<file path="config.mk">
export PLATFORM = sky130hd
export DESIGN_NAME = dma_descriptor_chain_control
export DESIGN_NICKNAME = d
export VERILOG_FILES = /design/src/dma_chain_pkg.sv /design/src/dma_channel_arbiter.sv /design/src/dma_descriptor_chain_control.sv
export SDC_FILE = /design/constraint.sdc
export NUM_CORES = 1
export LEC_CHECK = 0
export BUFFER_PORTS_ARGS = -buffer_cell sky130_fd_sc_hd__buf_2
export CORE_MARGIN = 2
export CORE_UTILIZATION = 32
export DETAILED_ROUTE_END_ITERATION = 7
export PLACE_DENSITY = 0.5
export SLEW_MARGIN = 20
export SYNTH_ARGS = -nofsm -noshare
export SYNTH_HDL_FRONTEND = slang
export SYNTH_SLANG_ARGS = --single-unit
</file>
<file path="constraint.sdc">
create_clock -name clk_i -period 8.4 [get_ports clk_i]
set_input_delay 1.68 -clock clk_i [delete_from_list [all_inputs] [get_ports clk_i]]
set_output_delay 1.68 -clock clk_i [all_outputs]
set_load 0.01 [all_outputs]
</file>
<file path="src/dma_chain_pkg.sv">
// Package for the descriptor chaining control block of the DMA engine.
// Assumes a 32-bit classic Wishbone register bus with byte addresses.
package dma_chain_pkg;

    // ==========================================================
    // Sizes.
    localparam int NUM_CH = 6;

    // ==========================================================
    // Register byte offsets; pointer and channel status repeat every word.
    localparam logic [7:0] ADDR_PTR_BASE = 8'h00;
    localparam logic [7:0] ADDR_GCTRL = 8'h20;
    localparam logic [7:0] ADDR_BELL = 8'h24;
    localparam logic [7:0] ADDR_PEND = 8'h28;
    localparam logic [7:0] ADDR_CSR_BASE = 8'h40;

    // ==========================================================
    // Global control fields.
    localparam int GC_PM = 8;
    localparam int GC_HLT = 3;
    localparam int GC_AR = 2;
    localparam int GC_EN = 0;
    localparam logic [1:0] PM_ROUND = 2'h3;

    // Channel status register bit positions.
    localparam int CS_NO_DESCRIPTOR_SELECT = 31;
    localparam int CS_INV = 6;
    localparam int CS_AR = 4;
    localparam int CS_TT = 3;
    localparam int CS_HLT = 2;
    localparam int CS_CT = 1;
    localparam int CS_CTE = 0;

    // Positions inside the packed per-channel status vector.
    localparam int CSI_CTE = 0;
    localparam int CSI_CT = 1;
    localparam int CSI_HLT = 2;
    localparam int CSI_TT = 3;
    localparam int CSI_AR = 4;
    localparam int CSI_INV = 5;
    localparam int CSI_NO_DESCRIPTOR_SELECT = 6;

    // Command word and offset/count word fields.
    localparam int DES_V = 4;
    localparam int DES_VM = 3;
    localparam int DES_VIE = 2;
    localparam int DES_TIE = 1;
    localparam int DES_LINK = 0;
    localparam int DES_OFF_LSB = 24;
    localparam int DES_CNT_W = 24;

    // Reset value of every register of the block.
    localparam logic [31:0] RST_VALUE = 32'h0000_0000;

    // Fixed orders, highest priority at position 0, one row per mode.
    localparam logic [2:0][5:0][2:0] PRIO_ORDER = {
        {3'h5, 3'h4, 3'h3, 3'h1, 3'h0, 3'h2},
        {3'h5, 3'h4, 3'h1, 3'h3, 3'h2, 3'h0},
        {3'h5, 3'h4, 3'h3, 3'h2, 3'h1, 3'h0}};

    // Descriptor engine states, Gray coded along the usual path.
    typedef enum logic [2:0] {
        S_IDLE = 3'h0,
        S_FETCH = 3'h1,
        S_CHECK = 3'h3,
        S_WAIT = 3'h2,
        S_MOVE = 3'h6,
        S_WBACK = 3'h7,
        S_DONE = 3'h5
    } state_type;

endpackage

</file>
<file path="src/dma_channel_arbiter.sv">
// Channel arbiter: picks one requesting channel by the priority mode.
// Assumes the caller keeps the round robin history and is combinational.
`timescale 1ns/10ps
module dma_channel_arbiter (
    input wire logic [dma_chain_pkg::NUM_CH-1:0] req_i,
    input wire logic [1:0] mode_i,
    input wire logic [1:0] rr_lo_i,
    input wire logic rr_hi_i,
    output logic grant_valid_o,
    output logic [2:0] grant_o
);
    import dma_chain_pkg::*;

    // ==========================================================
    // Selection. Scans run from lowest to highest priority so that the
    // last hit wins; the low group always beats the high group.
    always_comb begin
        logic [1:0] lo;
        logic hi;
        lo = 2'h0;
        hi = 1'b0;
        grant_valid_o = 1'b0;
        grant_o = 3'h0;
        if (mode_i != PM_ROUND) begin
            for (int i = NUM_CH - 1; i >= 0; i--) begin
                if (req_i[PRIO_ORDER[mode_i][i]]) begin
                    grant_valid_o = 1'b1;
                    grant_o = PRIO_ORDER[mode_i][i];
                end
            end
        end else begin
            for (int i = 2; i >= 1; i--) begin
                hi = rr_hi_i + 1'(i);
                if (req_i[{2'h2, hi}]) begin
                    grant_valid_o = 1'b1;
                    grant_o = {2'h2, hi};
                end
            end
            for (int i = 4; i >= 1; i--) begin
                lo = rr_lo_i + 2'(i);
                if (req_i[{1'b0, lo}]) begin
                    grant_valid_o = 1'b1;
                    grant_o = {1'b0, lo};
                end
            end
        end
    end

endmodule

</file>
<file path="src/dma_descriptor_chain_control.sv">
// Descriptor chaining control of a six channel DMA engine.
// Assumes a Wishbone master for registers, a memory port that answers
// with ack or err, a data mover that reports done, error or halt.
//
// The Wishbone interface to the registers and the register addresses were decided locally.
`timescale 1ns/10ps
module dma_descriptor_chain_control (
    input wire logic clk_i,
    input wire logic rst_i,
    input wire logic wb_cyc_i,
    input wire logic wb_stb_i,
    input wire logic wb_we_i,
    input wire logic [7:0] wb_adr_i,
    input wire logic [3:0] wb_sel_i,
    input wire logic [31:0] wb_dat_i,
    output logic [31:0] wb_dat_o,
    output logic wb_ack_o,
    output logic mem_req_o,
    output logic mem_we_o,
    output logic [31:0] mem_adr_o,
    output logic [31:0] mem_dat_o,
    input wire logic [31:0] mem_dat_i,
    input wire logic mem_ack_i,
    input wire logic mem_err_i,
    output logic mover_start_o,
    output logic [2:0] mover_ch_o,
    output logic [31:0] mover_cmd_o,
    output logic [31:0] mover_src_o,
    output logic [31:0] mover_dst_o,
    output logic [dma_chain_pkg::DES_CNT_W-1:0] mover_count_o,
    input wire logic mover_done_i,
    input wire logic mover_err_i,
    input wire logic mover_halt_i,
    input wire logic [dma_chain_pkg::NUM_CH-1:0] periph_req_i,
    output logic irq_o
);
    import dma_chain_pkg::*;

    // ==========================================================
    // State of the whole block.
    typedef struct packed {
        state_type state;
        logic [2:0] ch;
        logic [1:0] word;
        logic [3:0][31:0] desc;
        logic [NUM_CH-1:0][27:0] ptr;
        logic [NUM_CH-1:0][6:0] cs;
        logic [1:0] pm;
        logic ghlt;
        logic gar;
        logic gen;
        logic [NUM_CH-1:0] bell;
        logic [NUM_CH-1:0] pend;
        logic [NUM_CH-1:0] irq_en;
        logic [NUM_CH-1:0] req_s1;
        logic [NUM_CH-1:0] req_s2;
        logic [1:0] rr_lo;
        logic rr_hi;
        logic ack;
        logic [31:0] rdata;
        logic mreq;
        logic mwe;
        logic [31:0] madr;
        logic [31:0] mdat;
        logic irq;
    } regs_type;

    regs_type r;
    regs_type n;
    logic [NUM_CH-1:0] arb_req;
    logic grant_valid;
    logic [2:0] grant;
    logic bus_wr;
    logic bell_hit;

    // ==========================================================
    // Register read mux; unmapped words read as zero.
    function automatic logic [31:0] reg_read(regs_type s, logic [7:0] a);
        logic [2:0] k;
        logic [31:0] v;
        k = a[4:2];
        v = RST_VALUE;
        if (a[7:5] == ADDR_PTR_BASE[7:5] && k < 3'(NUM_CH)) begin
            v = {s.ptr[k], 4'h0};
        end else if (a[7:5] == ADDR_CSR_BASE[7:5] && k < 3'(NUM_CH)) begin
            {v[CS_NO_DESCRIPTOR_SELECT], v[CS_INV], v[CS_AR], v[CS_TT], v[CS_HLT], v[CS_CT],
             v[CS_CTE]} = s.cs[k];
        end else if (a == ADDR_GCTRL) begin
            {v[GC_PM+1:GC_PM], v[GC_HLT], v[GC_AR], v[GC_EN]} =
                {s.pm, s.ghlt, s.gar, s.gen};
        end else if (a == ADDR_BELL) begin
            v[NUM_CH-1:0] = s.bell;
        end else if (a == ADDR_PEND) begin
            v[NUM_CH-1:0] = s.pend;
        end
        return v;
    endfunction

    // ==========================================================
    // Channels eligible for a fresh descriptor fetch. A channel that
    // stopped on an error stays out until software clears its flags.
    always_comb begin
        for (int i = 0; i < NUM_CH; i++) begin
            arb_req[i] = r.bell[i] & r.cs[i][CSI_CTE] & r.gen
                & ~r.cs[i][CSI_NO_DESCRIPTOR_SELECT]
                & ~r.cs[i][CSI_INV] & ~r.cs[i][CSI_AR]
                & ~r.cs[i][CSI_HLT];
        end
    end

    dma_channel_arbiter arbiter (
        .req_i(arb_req),
        .mode_i(r.pm),
        .rr_lo_i(r.rr_lo),
        .rr_hi_i(r.rr_hi),
        .grant_valid_o(grant_valid),
        .grant_o(grant)
    );
    // Bus write strobe and doorbell hit, both in the cycle before wb_ack_o rises.
    assign bus_wr = wb_cyc_i & wb_stb_i & ~r.ack & wb_we_i;
    assign bell_hit = bus_wr && wb_adr_i == ADDR_BELL;
    // Start the mover only with a synchronised request and both enables.
    assign mover_start_o = r.state == S_WAIT && r.req_s2[r.ch]
        && r.gen && r.cs[r.ch][CSI_CTE];

    // ==========================================================
    // Next state: bus writes first, hardware sets afterwards so a set
    // always beats a clear written in the same cycle.
    always_comb begin
        logic [31:0] mask;
        logic [31:0] m;
        logic [2:0] k;
        logic [NUM_CH-1:0] bell_wr;
        logic err_ev;
        logic [31:0] d0;
        mask = {{8{wb_sel_i[3]}}, {8{wb_sel_i[2]}},
                {8{wb_sel_i[1]}}, {8{wb_sel_i[0]}}};
        m = (reg_read(r, wb_adr_i) & ~mask) | (wb_dat_i & mask);
        k = wb_adr_i[4:2];
        bell_wr = '0;
        err_ev = 1'b0;
        d0 = r.desc[0];
        n = r;
        n.ack = wb_cyc_i & wb_stb_i & ~r.ack;
        n.rdata = reg_read(r, wb_adr_i);
        n.req_s1 = periph_req_i;
        n.req_s2 = r.req_s1;
        // Register writes under byte enables.
        if (bus_wr) begin
            if (wb_adr_i[7:5] == ADDR_PTR_BASE[7:5] && k < 3'(NUM_CH)) begin
                n.ptr[k] = m[31:4];
            end else if (wb_adr_i[7:5] == ADDR_CSR_BASE[7:5]
                         && k < 3'(NUM_CH)) begin
                n.cs[k] = {m[CS_NO_DESCRIPTOR_SELECT], m[CS_INV], m[CS_AR], m[CS_TT],
                           m[CS_HLT], m[CS_CT], m[CS_CTE]};
            end else if (wb_adr_i == ADDR_GCTRL) begin
                n.pm = m[GC_PM+1:GC_PM];
                {n.ghlt, n.gar, n.gen} = {m[GC_HLT], m[GC_AR], m[GC_EN]};
            end else if (wb_adr_i == ADDR_PEND) begin
                n.pend = m[NUM_CH-1:0];
            end else if (wb_adr_i == ADDR_BELL) begin
                bell_wr = wb_dat_i[NUM_CH-1:0] & mask[NUM_CH-1:0];
            end
        end
        // Descriptor engine; one channel is served at a time, so a bell
        // rung for the busy channel simply stays set.
        unique case (r.state)
            S_IDLE: begin
                if (grant_valid) begin
                    n.ch = grant;
                    n.word = 2'h0;
                    n.bell[grant] = 1'b0;
                    n.state = S_FETCH;
                    n.rr_hi = grant[2] ? grant[0] : r.rr_hi;
                    n.rr_lo = grant[2] ? r.rr_lo : grant[1:0];
                end
            end
            S_FETCH: begin
                if (r.mreq) begin
                    if (mem_err_i) begin
                        err_ev = 1'b1;
                    end else if (mem_ack_i) begin
                        n.mreq = 1'b0;
                        n.desc[r.word] = mem_dat_i;
                        n.word = r.word + 2'h1;
                        if (r.word == 2'h3) begin
                            n.state = S_CHECK;
                        end
                    end
                end else begin
                    n.mreq = 1'b1;
                    n.mwe = 1'b0;
                    n.madr = {r.ptr[r.ch], r.word, 2'h0};
                end
            end
            S_CHECK: begin
                if (!d0[DES_V] && d0[DES_VM]) begin
                    n.cs[r.ch][CSI_INV] = 1'b1;
                    n.pend[r.ch] = 1'b1;
                    n.irq_en[r.ch] = r.irq_en[r.ch] | d0[DES_VIE];
                    n.state = S_IDLE;
                end else begin
                    n.state = S_WAIT;
                end
            end
            S_WAIT: begin
                if (mover_start_o) begin
                    n.state = S_MOVE;
                end
            end
            S_MOVE: begin
                if (mover_err_i) begin
                    err_ev = 1'b1;
                end else if (mover_halt_i) begin
                    n.cs[r.ch][CSI_HLT] = 1'b1;
                    n.ghlt = 1'b1;
                    n.pend[r.ch] = 1'b1;
                    n.irq_en[r.ch] = 1'b1;
                    n.state = S_IDLE;
                end else if (mover_done_i) begin
                    n.state = d0[DES_VM] ? S_WBACK : S_DONE;
                end
            end
            S_WBACK: begin
                if (r.mreq) begin
                    if (mem_err_i) begin
                        err_ev = 1'b1;
                    end else if (mem_ack_i) begin
                        n.mreq = 1'b0;
                        n.state = S_DONE;
                    end
                end else begin
                    n.mreq = 1'b1;
                    n.mwe = 1'b1;
                    n.madr = {r.ptr[r.ch], 4'h0};
                    n.mdat = d0 & ~(32'h0000_0001 << DES_V);
                end
            end
            S_DONE: begin
                n.pend[r.ch] = 1'b1;
                n.irq_en[r.ch] = r.irq_en[r.ch] | d0[DES_TIE];
                if (d0[DES_LINK]) begin
                    n.cs[r.ch][CSI_CT] = 1'b1;
                    n.ptr[r.ch][7:0] = r.desc[3][31:DES_OFF_LSB];
                    n.word = 2'h0;
                    n.state = S_FETCH;
                end else begin
                    n.cs[r.ch][CSI_TT] = 1'b1;
                    n.state = S_IDLE;
                end
            end
            default: begin
                n.state = S_IDLE;
            end
        endcase
        // Address error: stop, flag both levels, interrupt regardless.
        if (err_ev) begin
            n.cs[r.ch][CSI_AR] = 1'b1;
            n.gar = 1'b1;
            n.pend[r.ch] = 1'b1;
            n.irq_en[r.ch] = 1'b1;
            n.mreq = 1'b0;
            n.state = S_IDLE;
        end
        // Software set of the doorbell beats the hardware clear.
        n.bell = n.bell | bell_wr;
        n.irq_en = n.irq_en & n.pend;
        n.irq = |(n.pend & n.irq_en);
    end
    // Register update.
    always_ff @(posedge clk_i) begin
        if (rst_i) begin
            r <= '0;
        end else begin
            r <= n;
        end
    end
    // Outputs straight from flip-flops.
    assign wb_ack_o = r.ack;
    assign wb_dat_o = r.rdata;
    assign mem_req_o = r.mreq;
    assign mem_we_o = r.mwe;
    assign mem_adr_o = r.madr;
    assign mem_dat_o = r.mdat;
    assign mover_ch_o = r.ch;
    assign mover_cmd_o = r.desc[0];
    assign mover_src_o = r.desc[1];
    assign mover_dst_o = r.desc[2];
    assign mover_count_o = r.desc[3][DES_CNT_W-1:0];
    assign irq_o = r.irq;
endmodule

</file>
## After elaboration in Yosys (flattened, before gate mapping)

Index checks and enable logic that the tools add are counted.

- Register bits: 483
- Input bits: 92
- Output and inout bits: 224
- Word-level logic and storage cells: 388

- Add/subtract/negate cells: 5
- Magnitude comparators: 22
- Eq/ne operators: 28
- Muxes and demuxes: 176
- Bitwise gates (word level): 90
- Reductions and logical operators: 30

Operators by type and width:

| cell | count |
|---|---|
| two-way mux 168 bit | 3 |
| two-way mux 130 bit | 3 |
| bitwise mux 168 bit | 2 |
| two-way mux 42 bit | 6 |
| two-way mux 215 bit | 1 |
| bitwise OR 42 bit | 5 |
| binary-select mux 28 bit (select 3 bit) | 2 |
| demux 28 bit (select 3 bit) | 2 |
| bitwise mux 128 bit | 1 |
| demux 7 bit (select 3 bit) | 6 |
| case mux 42 bit (3 select lines) | 1 |
| two-way mux 6 bit | 16 |
| two-way mux 28 bit | 3 |
| two-way mux 3 bit | 25 |
| case mux 34 bit (2 select lines) | 1 |
| two-way mux 65 bit | 1 |
| bitwise AND 32 bit | 2 |
| demux 32 bit (select 2 bit) | 1 |
| two-way mux 1 bit | 50 |
| two-way mux 12 bit | 4 |
| two-way mux 47 bit | 1 |
| < comparator 3 x 4 -> 1 bit, second input constant | 11 |
| binary-select mux 7 bit (select 3 bit) | 2 |
| bitwise mux 42 bit | 1 |
| other kinds (54) | 201 |

## Logic depth before layout (Yosys ltp)

Gate-level depths: netlist of the first run.

- Word-level depth: 24
- Gate-level depth with buffers: 12
- Mapped depth without buffers: 10

## By module

From an unflattened synthesis of the first run, not the netlist that was laid out.

- Cells, all modules: 2783
- Area total of the unflattened synthesis: 23262.3 um^2

By module, submodules not included:

| module | instances | cells an instance | area an instance (um^2) | seq. area each (um^2) |
|---|---|---|---|---|
| dma_descriptor_chain_control | 1 | 2714 | 22779.3 | 9629.2 |
| dma_channel_arbiter | 1 | 69 | 483.0 | 0.0 |

## Worst setup path after synthesis of the first run

Ideal clock, no wire load.

- Kind: input to register
- From: in wb_adr_i[6]
- To: reg r (netlist bit irq_o)
- Library setup time: 134 ps
- Arrival: 3954 ps
- Required time: 8266 ps
- Setup slack: 4312 ps
- Stages on the path: 9
- Path buffers: 2
- Path through: buf_6 > or4b_4 > nor3_4 > and3_1 > clkbuf_1 > mux2i_1 > a21oi_1 > o31ai_1 > or4b_1

- Cells in the longest elaborated chain, start to end: 22
- Elaborated cells between the ends (all ways): 33
- Classes of those cells: 4 x eq/ne; 19 x mux; 6 x bitwise; 4 x reduce/logical

RTL lines:

| element | RTL line | RTL |
|---|---|---|
| from (decl) | dma_descriptor_chain_control.sv:13 | `input wire logic [7:0] wb_adr_i,` |
| equality test 8 x 6 -> 1 bit | dma_descriptor_chain_control.sv:93, dma_descriptor_chain_control.sv:159 |  |
| two-way mux 6 bit | dma_descriptor_chain_control.sv:93 | `end else if (a == ADDR_PEND) begin` |
| two-way mux 6 bit | dma_descriptor_chain_control.sv:91 | `end else if (a == ADDR_BELL) begin` |
| two-way mux 1 bit or two-way mux 2 bit (tied branches) | dma_descriptor_chain_control.sv:88 | `end else if (a == ADDR_GCTRL) begin` |
| two-way mux 5 bit or two-way mux 1 bit (tied branches) | dma_descriptor_chain_control.sv:85 | `end else if (a[7:5] == ADDR_CSR_BASE[7:5] && k < 3'(NUM_CH)) begin` |
| two-way mux 7 bit | dma_descriptor_chain_control.sv:83 | `if (a[7:5] == ADDR_PTR_BASE[7:5] && k < 3'(NUM_CH)) begin` |
| bitwise AND 32 bit | dma_descriptor_chain_control.sv:138 | `m = (reg_read(r, wb_adr_i) & ~mask) \| (wb_dat_i & mask);` |
| bitwise OR 32 bit | dma_descriptor_chain_control.sv:138 |  |
| [6 not listed] | -- |  |
| two-way mux 12 bit | dma_descriptor_chain_control.sv:214 | `end else if (mover_halt_i) begin` |
| two-way mux 12 bit | dma_descriptor_chain_control.sv:212 | `if (mover_err_i) begin` |
| case mux 12 bit (3 select lines) * | dma_descriptor_chain_control.sv:167 | `unique case (r.state)` |
| bitwise OR 6 bit (no source line) | -- |  |
| two-way mux 12 bit * | dma_descriptor_chain_control.sv:257 | `if (err_ev) begin` |
| bitwise AND 6 bit | dma_descriptor_chain_control.sv:267 | `n.irq_en = n.irq_en & n.pend;` |
| bitwise AND 6 bit * | dma_descriptor_chain_control.sv:268 | `n.irq = \|(n.pend & n.irq_en);` |
| OR reduction 6 bit * | dma_descriptor_chain_control.sv:268 |  |
| to (signal assigned) | dma_descriptor_chain_control.sv:275 | `r <= n;` |
| to (decl) | dma_descriptor_chain_control.sv:68 | `regs_type r;` |

Every way passes the cells marked *; elsewhere a longest branch is shown, timed or not.
A chain may end at the register's enable or synchronous reset.

## Worst setup path after layout of the first run

- From: reg r (netlist bit mover_ch_o[2])
- To: out mover_start_o

- Cells in the longest elaborated chain, start to end: 5
- Elaborated cells between the ends (all ways): 7
- Classes of those cells: 4 x mux; 3 x reduce/logical

RTL lines:

| element | RTL line | RTL |
|---|---|---|
| binary-select mux 1 bit (select 3 bit) | dma_descriptor_chain_control.sv:123 | `assign mover_start_o = r.state == S_WAIT && r.req_s2[r.ch]` |
| two-way mux 1 bit (implied by the code) | dma_descriptor_chain_control.sv:123 |  |
| logical AND 1 bit | dma_descriptor_chain_control.sv:123 |  |
| logical AND 1 bit | dma_descriptor_chain_control.sv:124 | `&& r.gen && r.cs[r.ch][CSI_CTE];` |
| logical AND 1 bit * | dma_descriptor_chain_control.sv:124 |  |
| to (decl) | dma_descriptor_chain_control.sv:25 | `output logic mover_start_o,` |

Every way passes the cells marked *; elsewhere a longest branch is shown, timed or not. The select of a mux whose other input is x is not followed.

==> results by stage, run 1 <==
Job:
- The tool flagged a number of max-cap violations equal to 0.

Clock network:
- Clock latency on the worst-skew pair, taken at its later pin, is 630 ps.
- The clock-pin transition on the worst setup and hold timing paths is 60 ps.
- TritonCTS created 54 clock buffers.
- The TritonCTS clock tree is yes.
- The number of buffers inserted to repair setup after CTS is 0.
- The number of sinks driven by the clock tree is 481.
- Buffers inserted to repair hold after CTS numbered 0.
- The cell sitting at the root of the clock tree is a sky130_fd_sc_hd__clkbuf_16.
- The number of levels the H-tree was split into is 2.
- The buffer levels on the longest clock path is 3.
- The number of instances resized during post-cts repair is 0.

Synthesis:
- After Yosys synthesis, full adders, half adders and majority gates account for 0.441% of the synthesized area.
- The share of the synthesized area in compound gates (AO/OA/AOI/OAI) is 21.3%.
- By area, the combinational part of the netlist is dominated by compound AO/OA/AOI/OAI gates.
- The post-synthesis cell type count is 76.
- Of the post-synthesis cell area, the part taken by muxes is 6.77%.
- The synthesized instance count is 2751.
- Summing the areas of all and, or, nand and nor instances in the mapped netlist gives 17.9% of the synthesized area.
- The primary flip-flop cell chosen by synthesis mapping is sky130_fd_sc_hd__dfxtp_1.
- After synthesis, the share of flip-flops with an asynchronous set or reset is 0%.
- Summing the areas of all xor and xnor instances in the mapped netlist gives 0.0772% of the synthesized area.
- Counting flops with a built-in enable in the synthesized netlist gives 0.
- The area of the mapped netlist is 22700 sq um.
- After synthesis, flip-flops and latches occupy 42.4% of the total area.
- Synthesis inferred 481 register bits.
- The Yosys step of the flow raised 0 warnings.
- The mean post-synth cell area is 8.25 sq um.

Pwr:
- The design draws 5.12 mW.
- VDD sags by at most 138 uV.
- Power spread over the standard cell area amounts to 202 nW/um^2.
- The leakage power total is 9.01 nW.

Routing:
- The initial DRC count is 1825.
- The number of remaining DRC errors is 0.
- The sum of routed wire length over all layers is 80.7 mm.
- The remaining number of nets flagged by the antenna check after routing is 0.
- The number of detailed-routing iterations run before antenna repair is 7.
- The total number of vias is 19921.
- Dividing the detail-routed via count by the number of cells gives 5.36.
- The average detailed-routed wire length per instance is 21.7 um.

Placement:
- After detailed placement, the total cell area comes to 23300 sq um.
- The number of buffers added on ports is 312.
- The placed wire-length estimate is 52.7 mm.
- Routability-driven placement finished with a final weighted congestion of 0.883.

Min path:
- The number of instances on the worst hold path is 1.
- The worst min-delay path category is reg -> reg.
- For hold timing, the worst endpoint is r[106]$_SDFF_PP0_.
- The critical hold path startpoint is n[106]$_SDFF_PP0_.

Worst setup path:
- For this run, the slowest stage of the critical path takes 920 ps.
- The signal arrival time at the worst endpoint is 3110 ps.
- Along the worst path, the maximum fanout reaches 17.
- The worst endpoint required time is 6720 ps.
- Traced cell by cell, the critical path runs through nor2b_1 > nand2_1 > o2111ai_1 > a311oi_1 > buf_2.
- The worst register-to-register path ends at r[266]$_SDFF_PP0_.
- The cell family contributing the most delay on the critical path is flip-flops.
- The worst-case reg-to-reg path depth is 8.
- The register-to-register path setup slack is 5060 ps.
- The worst register-to-register path begins at mover_ch_o[2]$_SDFFE_PP0P_.
- The critical path endpoint category is a primary output.
- The slowest stage of the critical path belongs to the cell sky130_fd_sc_hd__dfxtp_1.
- STA classifies the critical path startpoint as a register.
- The total buffers and inverters traversed by the critical path is 1.
- The type of the worst setup path is reg -> out.

STA:
- Subtracting the final worst setup slack from the clock period gives 4790 ps.
- The largest clock skew in the final design is 31.2 ps.
- The total negative setup slack is 0 ps.
- The relative max-transition margin is 29.7%.
- Setup repair after global routing left no endpoint under its margin.
- Derived from the worst setup path, the maximum achievable clock frequency is 209 MHz.
- The number of pins with negative max-slew slack in the final report is 0.
- The final-report setup violation count is 0.
- The hold violation total from the final report came to 0.
- The transition time at the pin with the least slew margin is 1050 ps.
- Dividing the final minimum period by the clock period gives 57.1%.

Die:
- The number of top-level pins is 316.
- The floorplan step defined a die boundary enclosing 73100 sq um.
- The vertical extent of the die is 270 um.
- The floorplan die width is 270 um.
- The number of cell rows is 97.
- The area of the core is 70100 sq um.
- Once the floorplan was initialized, standard cells occupied 32.4% of the core.

GRT:
- The global routing stage identified its most utilized layer as met2.
- The number of antenna violations at the first check in global routing is 10.
- The global-route track usage on met2 is 34.5%.
- The met1 usage is 27.4%.
- The via count of the first global-routing pass came to 19038.
- Global routing used 21.2% of the available tracks across all layers.
- For met3 alone, demand over resource in global routing was 4.38%.
- Entering global routing, the biggest net connects 190 pins.
- Global routing finished with a remaining overflow of 0.
- The first global-routing pass estimated 121 mm of wire.

Layout:
- The number of nets in the layout is 2833.
- The post-route cell area is 25300 sq um.
- Leaving out fill and tap cells, the most frequent cells in the layout are 500 x sky130_fd_sc_hd__nand2_1, 481 x sky130_fd_sc_hd__dfxtp_1, 310 x sky130_fd_sc_hd__buf_2.
- Cells with a size suffix above 1 make up 18.3% of the layout.
- Leaving out fill and tap cells, the most frequent cell in the layout is sky130_fd_sc_hd__nand2_1.
- From synthesis to final layout, the design area changed by 11.7%.

Outcome:
- The run finished with clean final reports.
## flip-flops by register name, summed over array words and instances, names as in the netlist, 3 cells and up
name           cells
mem_adr_o         30
mover_count_o     24
mover_cmd_o       32
wb_dat_o          32
mover_ch_o         3
n                  6
mover_src_o       32
r                255
mem_dat_o         31
mover_dst_o       32
## Yosys cell counts, types with 4 or more instances
| library cell | number | area (sq um) |
|---|---|---|
| sky130_fd_sc_hd__a211oi_1 | 158 | 1190 |
| sky130_fd_sc_hd__a21o_1 | 4 | 30.0 |
| sky130_fd_sc_hd__a21oi_1 | 294 | 1470 |
| sky130_fd_sc_hd__a221oi_1 | 24 | 210 |
| sky130_fd_sc_hd__a22o_1 | 22 | 193 |
| sky130_fd_sc_hd__a22oi_1 | 67 | 503 |
| sky130_fd_sc_hd__a311oi_1 | 25 | 219 |
| sky130_fd_sc_hd__a31oi_1 | 7 | 43.8 |
| sky130_fd_sc_hd__and2_1 | 21 | 131 |
| sky130_fd_sc_hd__and3_1 | 7 | 43.8 |
| sky130_fd_sc_hd__buf_1 | 7 | 26.3 |
| sky130_fd_sc_hd__buf_2 | 17 | 85.1 |
| sky130_fd_sc_hd__buf_4 | 223 | 1670 |
| sky130_fd_sc_hd__clkbuf_1 | 178 | 668 |
| sky130_fd_sc_hd__dfxtp_1 | 481 | 9630 |
| sky130_fd_sc_hd__ha_1 | 8 | 100 |
| sky130_fd_sc_hd__inv_1 | 13 | 48.8 |
| sky130_fd_sc_hd__mux2_2 | 7 | 78.8 |
| sky130_fd_sc_hd__mux2i_1 | 70 | 701 |
| sky130_fd_sc_hd__mux4_2 | 33 | 743 |
| sky130_fd_sc_hd__nand2_1 | 500 | 1880 |
| sky130_fd_sc_hd__nand2b_1 | 17 | 106 |
| sky130_fd_sc_hd__nand3_1 | 29 | 145 |
| sky130_fd_sc_hd__nand3b_1 | 6 | 45.0 |
| sky130_fd_sc_hd__nand4_1 | 5 | 31.3 |
| sky130_fd_sc_hd__nor2_1 | 302 | 1130 |
| sky130_fd_sc_hd__nor2b_1 | 23 | 144 |
| sky130_fd_sc_hd__nor3_1 | 19 | 95.1 |
| sky130_fd_sc_hd__nor3b_1 | 4 | 30.0 |
| sky130_fd_sc_hd__o211ai_1 | 28 | 210 |
| sky130_fd_sc_hd__o21a_1 | 8 | 60.1 |
| sky130_fd_sc_hd__o21ai_0 | 69 | 345 |
| sky130_fd_sc_hd__o2bb2ai_1 | 6 | 52.6 |
| sky130_fd_sc_hd__or3_1 | 5 | 31.3 |
## kinds of logic after synthesis
family                     after synthesis
and+or+nand+nor                        962
DFF                                    481
AOI/OAI and AO/OA                      746
other                                    1
xor gates and xnor gates                 2
muxes                                  111
buffers and inverters                  440
adders and majority gates                8
## layout make-up
class	instances	area [sq um]
timing repair buffer	350	1870
sequential	481	9630
clock buffer	72	1490
tap	940	1180
clock inverter	27	497
inverter	14	52.6
antenna	3	7.51
fill	7337	44800
multi-input combinational	1832	10600
## power by group
| part | switching, mW | internal (mW) |
|---|---|---|
| Clock | 1.04 | 1.62 |
| Sequential | 0.00199 | 2.29 |
| Combinational | 0.130 | 0.0442 |
| Total | 1.17 | 3.95 |
## per-layer routing
metal	vias up	wire length, um
li1	9368	-
met1	9555	33900
met2	834	37900
met3	154	5980
met4	10	2780
met5	-	70
## worst register-to-register path: stages, from the launching register on
cell and delay (ps):
sky130_fd_sc_hd__dfxtp_1 600, sky130_fd_sc_hd__nor2b_1 740, sky130_fd_sc_hd__and2_1 240, sky130_fd_sc_hd__buf_4 510, sky130_fd_sc_hd__nand2_1 600, sky130_fd_sc_hd__nand2_1 200
sky130_fd_sc_hd__o21ai_0 110, sky130_fd_sc_hd__a31oi_1 160, sky130_fd_sc_hd__nor2_1 50
## stage by stage
stage          cells  hold WS (ps)  setup WS (ps)  util (%)
5_1_grt         3719           455           3440      36.1
2_1_floorplan   2753           414           4310         -
6_report        3719           432           3610      36.1
3_5_place_dp    3617           428           3080      33.3
3_3_place_gp    3617           421           3010      33.3
4_1_cts         3716           439           3510      36.1
## worst max path at each step
| stage | start | endpoint | slack, ps | cells after the start |
|---|---|---|---|---|
| final | mover_ch_o[2]$_SDFFE_PP0P_ | mover_start_o | 3610 | 5 |
| after global routing | wb_adr_i[2] | r[325]$_SDFF_PP0_ | 3440 | 7 |
| after CTS | mover_ch_o[2]$_SDFFE_PP0P_ | mover_start_o | 3510 | 5 |
| after detailed placement | wb_adr_i[2] | irq_o$_SDFF_PP0_ | 3080 | 10 |
| after global placement | wb_adr_i[2] | irq_o$_SDFF_PP0_ | 3010 | 10 |
| after floorplan | wb_adr_i[6] | irq_o$_SDFF_PP0_ | 4310 | 9 |
(Power assumes the default switching activity.)
==> inputs of run 2 (changes only) <==
- PLACE_DENSITY: 0.5 -> 0.51
- clock period: 8.4 -> 4.2 ns (I/O delays scaled with it)
==> results by stage, run 2 (synthesis gave the netlist of run 1 again) <==
Pwr:
- The proportion of power drawn by the clock network is 50.6%.
- The sequential share of power is 45.7%.
- Power spread over the standard cell area amounts to 391 nW/um^2.
- The worst-case IR drop observed on VDD is 321 uV.
- The switching power total is 2.31 mW.
- For this design the static power due to leakage is 9.18 nW.
- Of the total power, the share spent switching nets is 23.1%.
- Of the total power, combinational logic draws 3.6%.
- The internal portion of total power is 7.69 mW.

Routing:
- The detailed router finished its first iteration with 2099 violations.
- In this run the remaining antenna-violating nets after routing total 0.
- The vias per cell is 5.37.
- After detailed routing, the number of remaining DRC violations is 0.
- The number of detailed-routing iterations run before antenna repair is 6.
- In the final routed layout, each cell accounts on average for 21.8 um.
- For this block, the via count after detailed routing is 20117.
- The final layout contains routed wiring with a total length of 81.8 mm.

Outcome:
- The run finished with clean final reports.

Clock network:
- The number of levels the H-tree was split into is 2.
- The root buffer cell chosen for the clock tree is sky130_fd_sc_hd__clkbuf_16.
- The number of buffers inserted to repair setup after CTS is 0.
- The number of sinks driven by the clock tree is 481.
- At the later pin of the worst-skew pair, clock insertion delay measures 650 ps.
- TritonCTS built the clock tree.
- The total clock buffers created by CTS is 54.
- The clock-pin transition on the worst setup and hold timing paths is 60 ps.
- The number of instances resized during post-cts repair is 0.
- The longest clock path from root to sink contains 3 buffers.
- For this design, the CTS-stage hold fixing added 0 buffers.

GRT:
- The via count of the first global-routing pass is 19248.
- In the global route stage, overall resource usage came out at 21.6%.
- The first-pass GRT wire length is 123 mm.
- The number of antenna violations at the first check in global routing is 6.
- Entering global routing, the biggest net connects 150 pins.
- After global routing the overflow that remains totals 0.

STA:
- The relative max-transition margin is 37.9%.
- In the final timing run, aggregate negative setup slack is 0 ps.
- The hold violation total from the final report is 0.
- In the post-route analysis, the smallest setup slack over all paths is 743 ps.
- The clock period could shrink to 3460 ps.
- The post-route clock period utilization is 82.3%.
- Setup violations remaining at the end of the flow were counted as 0.
- Setup repair after global routing left no endpoint under its margin.
- The largest clock skew in the final design is 69.6 ps.
- Timing would allow up to 289 MHz.
- The number of pins with negative max-slew slack in the final report came to 0.
- At the pin with the least slew margin, the transition time is 928 ps.

Die:
- The number of top-level pins is 316.
- The core region is 70100 sq um.
- The floorplan die width is 270 um.
- For this configuration, the core starts out at a cell density of 32.4%.
- The number of cell rows is 97.
- The vertical extent of the die is 270 um.
- The floorplan step defined a die boundary enclosing 73100 sq um.

Layout:
- The final-layout fill cell count is 7256.
- The area growth from synthesis to layout is 12.8%.
- Leaving out fill and tap cells, the most frequent cells in the layout are 500 x sky130_fd_sc_hd__nand2_1, 481 x sky130_fd_sc_hd__dfxtp_1, 310 x sky130_fd_sc_hd__buf_2.
- The number of flip-flops under the largest register name is 255.
- The library cell used most frequently in the layout, excluding fill and tap cells, is sky130_fd_sc_hd__nand2_1.
- The number of nets in the layout is 2866.
- Ranked by flip-flop count, first place goes to r.
- The share of layout cells above drive strength 1 is 19.2%.

Job:
- Max-cap violations in this run came to 0.

Worst setup path:
- At the worst endpoint, the required time is 3360 ps.
- The signal arrival time at the worst endpoint is 2620 ps.
- The worst setup path is captured at a primary output.
- STA classifies the critical path startpoint as a register.
- The type of the worst setup path is reg -> out.
- The maximum fanout encountered on the critical timing path is 5.

Placement:
- The count of buffers added on input and output ports is 312.
- Once detailed placement completed, the half-perimeter wirelength came to 55.1 mm.
- The minimum setup slack after placement is 609 ps.
- At the end of routability-driven placement, the weighted congestion stood at 0.912.

Min path:
- The worst min-delay path category is in -> reg.
==> run 2: changes by cell type in the layout (fill, tap and decap cells not counted), sizes merged <==
cell	change
clkinvlp	-1
clkinv	+3
diode	-1
inv	-1
buf	+33
bufinv	-5
clkbuf	+1
==> run 2: final timing paths <==
path | startpoint | endpoint | slack, ps | cells past startpoint
setup / recovery | mover_ch_o[0]$_SDFFE_PP0P_ | mover_start_o | 740 | 5
setup reg to reg | r[483]$_SDFFE_PP0P_ | irq_o$_SDFF_PP0_ | 1020 | 8
hold / removal | periph_req_i[5] | n[108]$_SDFF_PP0_ | 400 | 2
hold reg to reg | n[104]$_SDFF_PP0_ | r[104]$_SDFF_PP0_ | 440 | 1
==> run 2: metrics by stage <==
| stage | util [%] | cells | cell area [sq um] | hold WS (ps) | power (mW) |
|---|---|---|---|---|---|
| floorplan | - | 2753 | 22700 | 414 | 4.87 |
| global placement | 33.8 | 3650 | 23700 | 420 | 5.03 |
| detailed placement | 33.8 | 3650 | 23700 | 423 | 5.03 |
| CTS | 36.5 | 3746 | 25600 | 361 | 10.1 |
| global route | 36.5 | 3746 | 25600 | 373 | 10.3 |
| finish | 36.5 | 3748 | 25600 | 403 | 10.0 |
==> run 2: layout make-up <==
type                            count  area (sq um)  share of cell area (%)
Multi-Input combinational cell   1832         10600                    41.5
Sequential cell                   481          9630                    37.6
Timing Repair Buffer              383          2210                    8.62
Clock buffer                       73          1540                    6.03
Tap cell                          940          1180                    4.60
Clock inverter                     23           370                    1.45
Inverter                           14          52.6                   0.205
Antenna cell                        2          5.00                  0.0196
==> run 2: power groups by stage <==
stage	sequential (mW)	combinational [mW]	clock, mW
floorplan	4.67	0.193	0
global placement	4.68	0.357	0
detailed placement	4.68	0.358	0
CTS	4.57	0.358	5.19
global route	4.57	0.385	5.38
finish	4.57	0.361	5.06
==> run 2: layer usage <==
layer | global-route usage [%] | part of all wire [%]
met1 | 28.2 | 42
met2 | 34.9 | 46
met4 | 7.69 | 3.4
met5 | 0 | 0.071
met3 | 4.76 | 8.3
==> run 2: worst max-delay path, cell delays in order, from the launching register on <==
cell and delay, ps:
sky130_fd_sc_hd__dfxtp_1 330, sky130_fd_sc_hd__nor2b_1 560, sky130_fd_sc_hd__and2_1 250, sky130_fd_sc_hd__a22oi_1 100
sky130_fd_sc_hd__a311oi_1 530, sky130_fd_sc_hd__buf_2 250
